[src/pkg/actl_pkg.sv]
// package of constants for the converter trigger and conversion-end interrupt block
// Notes on behaviour
// - external trigger only when select equals 11
// - trigger falling edge sets start bit
// - triggered conversion behaves like software start
// - conversion end sets the end flag
// - request only when flag and enable set
// - end request activates transfer and dma controllers
package actl_pkg;
    // register byte offsets
    localparam logic [11:0] ADDR_CTRL     = 12'h000;  // converter_control_reg
    localparam logic [11:0] ADDR_CSR      = 12'h004;  // converter_ctrl_status_reg
    localparam logic [11:0] ADDR_IRQ_STAT = 12'h008;  // sticky event status
    localparam logic [11:0] ADDR_IRQ_MASK = 12'h00C;  // event mask
    // converter_control_reg fields
    localparam int TRIG_SEL_LO_POS = 0;  // trigger_select_lo
    localparam int TRIG_SEL_HI_POS = 1;  // trigger_select_hi
    localparam int SCAN_MODE_POS   = 2;  // scan mode select
    localparam logic [1:0] TRIG_SEL_EXT = 2'b11;  // external trigger code
    // converter_ctrl_status_reg fields
    localparam int END_FLAG_POS  = 7;  // conversion_end_flag
    localparam int IRQ_EN_POS    = 6;  // conversion_end_irq_enable
    localparam int START_POS     = 5;  // conversion_start_bit
    localparam int CHAN_LSB      = 0;  // last channel number
    localparam int CHAN_W        = 3;  // channel field width
    // sticky status bits
    localparam int EV_END_POS  = 0;  // a conversion finished
    localparam int EV_TRIG_POS = 1;  // an external trigger arrived
    localparam int EV_W        = 2;  // event count
    // reset values
    localparam logic [2:0]      CTRL_RST = 3'h0;
    localparam logic [EV_W-1:0] MASK_RST = 2'h0;
    // conversion time per channel, in system clocks
    localparam logic [5:0] CONV_CYCLES = 6'h22;
endpackage : actl_pkg

[src/actl_top.sv]
// converter trigger control, conversion sequencing and conversion-end interrupt
//
// Our own choices: the register addresses and register access over APB.
`timescale 1ns/1ns
module actl_top
    import actl_pkg::*;
(
    input  wire logic        i_sys_clk,        // 10 MHz system clock
    input  wire logic        i_rst_b,          // synchronous reset, active low
    input  wire logic        i_psel,           // apb select
    input  wire logic        i_penable,        // apb access phase
    input  wire logic        i_pwrite,         // apb direction
    input  wire logic [11:0] i_paddr,          // apb byte address
    input  wire logic [31:0] i_pwdata,         // apb write data
    input  wire logic        i_ext_conv_trigger_pin, // external trigger pin
    output logic      [31:0] o_prdata,         // apb read data
    output logic             o_pready,         // apb ready
    output logic             o_pslverr,        // apb error on unmapped address
    output logic             o_conversion_end_irq, // request to the interrupt controller
    output logic             o_transfer_controller_req, // activation of transfer controller
    output logic             o_dma_controller_req, // activation of dma controller
    output logic             o_irq,            // masked event interrupt
    output logic             o_conv_busy       // a conversion is running
);
    typedef enum logic [1:0] {ACTL_IDLE, ACTL_CONV} actl_state_e;

    logic [2:0]      ctrl;          // converter_control_reg contents
    logic            start_bit;     // conversion_start_bit
    logic            end_flag;      // conversion_end_flag
    logic            irq_en;        // conversion_end_irq_enable
    logic [CHAN_W-1:0] chan_last;   // highest channel to convert
    logic [CHAN_W-1:0] chan_cur;    // channel being converted
    logic [5:0]      conv_cnt;      // cycles left for this channel
    actl_state_e     state;         // sequencer state
    logic [EV_W-1:0] ev_stat;       // sticky events
    logic [EV_W-1:0] ev_mask;       // event mask
    logic            trig_meta;     // synchroniser first stage
    logic            trig_sync;     // synchroniser second stage
    logic            trig_prev;     // previous synchronised sample
    logic            ext_fall;      // qualified falling edge
    logic            conv_done;     // last channel completed this cycle
    logic            wr_acc;        // apb write access phase
    logic            rd_acc;        // apb read access phase
    logic            end_flag_clr;  // software writes 0 to the end flag

    // address map check, used for the error response only
    function automatic logic is_mapped(input logic [11:0] a);
        return (a == ADDR_CTRL) || (a == ADDR_CSR) || (a == ADDR_IRQ_STAT) || (a == ADDR_IRQ_MASK);
    endfunction : is_mapped

    assign wr_acc = i_psel & i_penable & i_pwrite;
    assign rd_acc = i_psel & i_penable & ~i_pwrite;
    assign end_flag_clr = wr_acc & (i_paddr == ADDR_CSR) & ~i_pwdata[END_FLAG_POS];

    // two-stage synchroniser and edge history
    always_ff @(posedge i_sys_clk) begin
        if (!i_rst_b) begin
            trig_meta <= 1'b1;
            trig_sync <= 1'b1;
            trig_prev <= 1'b1;
        end else begin
            trig_meta <= i_ext_conv_trigger_pin;
            trig_sync <= trig_meta;
            trig_prev <= trig_sync;
        end
    end

    // falling edge honoured only with select 11
    assign ext_fall = trig_prev & ~trig_sync
                      & (ctrl[TRIG_SEL_HI_POS:TRIG_SEL_LO_POS] == TRIG_SEL_EXT);

    // apb ready is a zero-wait-state answer, error on unmapped address
    always_ff @(posedge i_sys_clk) begin
        if (!i_rst_b) begin
            o_pready  <= 1'b0;
            o_pslverr <= 1'b0;
        end else begin
            o_pready  <= i_psel & ~i_penable;
            o_pslverr <= i_psel & ~i_penable & ~is_mapped(i_paddr);
        end
    end

    // read data registered at setup so it stands with pready
    always_ff @(posedge i_sys_clk) begin
        if (!i_rst_b) begin
            o_prdata <= 32'h0000_0000;
        end else if (i_psel & ~i_penable & ~i_pwrite) begin
            unique case (i_paddr)
                ADDR_CTRL:     o_prdata <= {29'h0, ctrl};
                ADDR_CSR:      o_prdata <= {24'h0, end_flag, irq_en, start_bit, 2'b00, chan_last};
                ADDR_IRQ_STAT: o_prdata <= {30'h0, ev_stat};
                ADDR_IRQ_MASK: o_prdata <= {30'h0, ev_mask};
                default:       o_prdata <= 32'h0000_0000;
            endcase
        end
    end

    // control register write
    always_ff @(posedge i_sys_clk) begin
        if (!i_rst_b) begin
            ctrl <= CTRL_RST;
        end else if (wr_acc && o_pready && i_paddr == ADDR_CTRL) begin
            ctrl <= i_pwdata[2:0];
        end
    end

    // enable and channel fields of the status register
    always_ff @(posedge i_sys_clk) begin
        if (!i_rst_b) begin
            irq_en    <= 1'b0;
            chan_last <= '0;
        end else if (wr_acc && o_pready && i_paddr == ADDR_CSR) begin
            irq_en    <= i_pwdata[IRQ_EN_POS];
            chan_last <= i_pwdata[CHAN_LSB +: CHAN_W];
        end
    end

    // start bit: set by software or trigger, clears when sequence ends
    always_ff @(posedge i_sys_clk) begin
        if (!i_rst_b) begin
            start_bit <= 1'b0;
        end else if (ext_fall) begin
            start_bit <= 1'b1;
        end else if (wr_acc && o_pready && i_paddr == ADDR_CSR) begin
            start_bit <= i_pwdata[START_POS];
        end else if (conv_done) begin
            start_bit <= 1'b0;
        end
    end

    // sequencer; same path for both start sources
    always_ff @(posedge i_sys_clk) begin
        if (!i_rst_b) begin
            state    <= ACTL_IDLE;
            chan_cur <= '0;
            conv_cnt <= '0;
        end else begin
            unique case (state)
                ACTL_IDLE: begin
                    if (start_bit) begin
                        state    <= ACTL_CONV;
                        chan_cur <= ctrl[SCAN_MODE_POS] ? '0 : chan_last;
                        conv_cnt <= CONV_CYCLES;
                    end
                end
                ACTL_CONV: begin
                    if (!start_bit) begin
                        state <= ACTL_IDLE; // software abort
                    end else if (conv_cnt != 6'h01) begin
                        conv_cnt <= conv_cnt - 6'h01;
                    end else if (chan_cur == chan_last) begin
                        state <= ACTL_IDLE; // single or last scan channel
                    end else begin
                        chan_cur <= chan_cur + 1'b1;
                        conv_cnt <= CONV_CYCLES;
                    end
                end
            endcase
        end
    end

    assign conv_done = (state == ACTL_CONV) & start_bit & (conv_cnt == 6'h01) & (chan_cur == chan_last);

    // end flag: set wins over clear by writing 0
    always_ff @(posedge i_sys_clk) begin
        if (!i_rst_b) begin
            end_flag <= 1'b0;
        end else if (conv_done) begin
            end_flag <= 1'b1;
        end else if (end_flag_clr && o_pready) begin
            end_flag <= 1'b0;
        end
    end

    // sticky events, write one to clear, set wins
    always_ff @(posedge i_sys_clk) begin
        if (!i_rst_b) begin
            ev_stat <= '0;
        end else begin
            for (int i = 0; i < EV_W; i++) begin
                if ((i == EV_END_POS && conv_done) || (i == EV_TRIG_POS && ext_fall)) begin
                    ev_stat[i] <= 1'b1;
                end else if (wr_acc && o_pready && i_paddr == ADDR_IRQ_STAT && i_pwdata[i]) begin
                    ev_stat[i] <= 1'b0;
                end
            end
        end
    end

    // mask register
    always_ff @(posedge i_sys_clk) begin
        if (!i_rst_b) begin
            ev_mask <= MASK_RST;
        end else if (wr_acc && o_pready && i_paddr == ADDR_IRQ_MASK) begin
            ev_mask <= i_pwdata[EV_W-1:0];
        end
    end

    // registered request outputs
    always_ff @(posedge i_sys_clk) begin
        if (!i_rst_b) begin
            o_conversion_end_irq      <= 1'b0;
            o_transfer_controller_req <= 1'b0;
            o_dma_controller_req      <= 1'b0;
            o_irq                     <= 1'b0;
            o_conv_busy               <= 1'b0;
        end else begin
            o_conversion_end_irq      <= end_flag & irq_en;
            o_transfer_controller_req <= end_flag & irq_en;
            o_dma_controller_req      <= end_flag & irq_en;
            o_irq                     <= |(ev_stat & ev_mask);
            o_conv_busy               <= (state == ACTL_CONV);
        end
    end
endmodule : actl_top

[config.mk]
export PLATFORM = sky130hd
export DESIGN_NAME = actl_top
export DESIGN_NICKNAME = d
export VERILOG_FILES = /design/src/pkg/actl_pkg.sv /design/src/actl_top.sv
export SDC_FILE = /design/constraint.sdc
export NUM_CORES = 1
export LEC_CHECK = 0
export BUFFER_PORTS_ARGS = -buffer_cell sky130_fd_sc_hd__buf_2
export CAP_MARGIN = 20
export CORE_MARGIN = 2
export CORE_UTILIZATION = 30
export DETAILED_ROUTE_END_ITERATION = 8
export GPL_TIMING_DRIVEN = 0
export MAX_ROUTING_LAYER = met4
export SYNTH_ARGS = -nofsm -noshare
export SYNTH_HDL_FRONTEND = slang
export SYNTH_SLANG_ARGS = --single-unit
[constraint.sdc]
create_clock -name i_sys_clk -period 4.04 [get_ports i_sys_clk]
set_input_delay 0.808 -clock i_sys_clk [delete_from_list [all_inputs] [get_ports i_sys_clk]]
set_output_delay 0.808 -clock i_sys_clk [all_outputs]
set_load 0.01 [all_outputs]
==> impl_metrics.ini <==
[timing]
tightest_slew_ns = 0.583
hold_viol_final = 0
timing.final.crit_period_ns = 1.98
fin_skew_ns = 0.00569
drv_slew = 0
grt_setup_unrepaired = no
fin_crit_sh_pct = 49.0
max_freq_mhz = 505
setup_viol = 0
fin_tns_setup_ns = 0
timing.max_slew.rel_slack_pct = 61.1

[die]
io_pins = 89
chipWidth_um = 85.6
start_util_pct = 31.2
die_height_um = 85.6
design.die.area_mm2 = 0.00732
rows = 29
coreArea_mm2 = 0.00639

[yosys]
synthArstFlopShare_pct = 0
synth_edf_count = 0
ys_seq_area_share_pct = 37.1
yosysMostFrequentCell = dfxtp_1
netlist_instances = 228
synth_area_leader_cell = dfxtp_1
yosys-top-cells-count = dfxtp_1 (37), buf_4 (28), a21oi_1 (19), nand2_1 (18), o21ai_0 (14)
synth-main-ff-cell = dfxtp_1
syn_area_per_cell_um2 = 8.75
synth_warnings = 0
synth_area_mm2 = 0.00200
post-synth-top-area-fraction_pct = 37.1
ys_ff_latch = 37
synth.distinct_cells = 49
synth.area.top_cells = dfxtp_1 (37%), buf_4 (11%), a21oi_1 (4.8%), o21ai_0 (3.5%), nand2_1 (3.4%)

[power_and_ir_drop]
leakagePower_nw = 1.05
power.total_uw = 684
powerDensity_mw_per_mm2 = 279
vdd_ir_drop_max_v = 0.000155

[layout]
drive_gt1_share_pct = 27.9
fin_cells = 374
final_cell_area_mm2 = 0.00245
areaGrowthSynthToFinish_pct = 22.7
fill_cells = 672
finish.utilization_pct = 38.3
final_net_count = 349
n_antenna_cell = 0

[critical_path]
crit_fanout = 10
slowest_stage = or4_1
cp.buffers_inverters = 1
cp_top_family = simple AND/OR/NAND/NOR gates
crit_chain = buf_2 -> nor4_4 -> nand4_4 -> or4_1 -> o311a_1
end_kind = flip-flop
cp-start-kind = input port
critical_path_arrival_ns = 2.16
worstSetupPathType = in2reg
slowest_delay_ns = 0.54
cp.required_ns = 4.22

[drt]
ant_nets = 0
via_per_inst = 4.67
drtIter0Drc = 54
dr.pass1.iters = 4
routedWlPerCell_um = 12.1
drt_wl_total_mm = 4.53
vias = 1746
drcViolationCount = 0

[global_routing]
grt_use_total_pct = 12.7
antenna_found_initial = 0
grt_overflow = 0
grt_pass1_wl_mm = 7.32
grt_pass1_vias = 1577
grt_start_max_net_pins = 12

[clocking]
clk_latency_ns = 0.29
tritoncts = yes
cts-resized-gates = 0
clk_pin_slew_worst_paths_ns = 0.07
cts-hold-fix-buffers = 0
cts_buffers = 5
htreeDepth = 2
cts_setup_buffers = 0
cts_sinks = 37
cts_max_path_buffers = 2
cts_root_buffer = clkbuf_8

[worst_hold_path]
hold_path.class = reg2reg

[place]
place_area_mm2 = 0.00237
dp_hpwl_mm = 3.51
port-buffer-count = 36
dp_cells = 366
place_congestion = 0.830

[flow_run]
cap_violations = 0

[outcome]
status = finished clean
==> power by group <==
part	internal (mW)	switching, mW	total (mW)	leakage [nW]
sequential	0.366	0.000505	0.367	0.299
clock	0.120	0.132	0.251	0.0450
combinational	0.0304	0.0358	0.0662	0.703
total	0.516	0.168	0.684	1.05
==> layout make-up <==
class | instances | area, um^2 | area share, %
Clock inverter | 2 | 10.0 | 0.409
Sequential cell | 37 | 741 | 30.3
Timing Repair Buffer | 36 | 180 | 7.36
Buffer | 37 | 246 | 10.1
Inverter | 10 | 37.5 | 1.53
Tap cell | 77 | 96.3 | 3.93
Multi-Input combinational cell | 169 | 1060 | 43.5
Clock buffer | 6 | 72.6 | 2.96
==> state kept, by name, indices dropped and copies added (netlist names), 2 cells and up <==
signal / flops
chan_cur: 3
o_prdata: 6
conv_cnt: 6
ctrl: 3
ev_stat: 2
chan_last: 3
ev_mask: 2
==> cell usage in the layout, fill, tap and decap left out, types with 4 or more instances in the layout <==
cell / n
buf_2: 38
dfxtp_1: 37
buf_4: 28
conb_1: 26
a21oi_1: 19
nand2_1: 18
o21ai_0: 14
nand3_1: 12
inv_1: 10
clkbuf_1: 8
nor2_1: 7
nand4_1: 5
clkbuf_8: 5
nor2b_1: 4
nor3b_1: 4
and2_1: 4
a31oi_1: 4
nand2b_1: 4
==> through the flow <==
stage / hold slack, ns / worst slack (ns)
3_3_place_gp: 0.391 / 1.75
6_report: 0.412 / 2.06
2_1_floorplan: 0.386 / 1.98
3_5_place_dp: 0.398 / 1.74
5_1_grt: 0.431 / 1.98
4_1_cts: 0.418 / 2.06
==> worst paths after layout <==
kind / start / to / slack (ns) / cells past startpoint
hold reg to reg: trig_meta / trig_sync / 0.41 / 1
setup / recovery: i_paddr[1] / start_bit / 2.06 / 5
setup reg to reg: conv_cnt[0] / start_bit / 2.12 / 5
hold / removal: trig_meta / trig_sync / 0.41 / 1
==> per-layer routing <==
metal	GRT usage [%]	part of all wire, %
met5	-	0
met2	19.0	44
met4	2.60	0.44
met3	2.98	5.7
met1	17.5	50
==> cells by family after synthesis <==
kind of cell / after synthesis / share of synthesized area (%)
muxes: 5 / 3.82
other: 1 / 0.188
and+or+nand+nor: 81 / 25.8
xor gates and xnor gates: 3 / 1.32
DFF: 37 / 37.1
AOI/OAI and AO/OA: 51 / 15.7
adders and majority gates: 3 / 1.88
buffers and inverters: 47 / 14.2
Power figures use the tool's default switching activity.
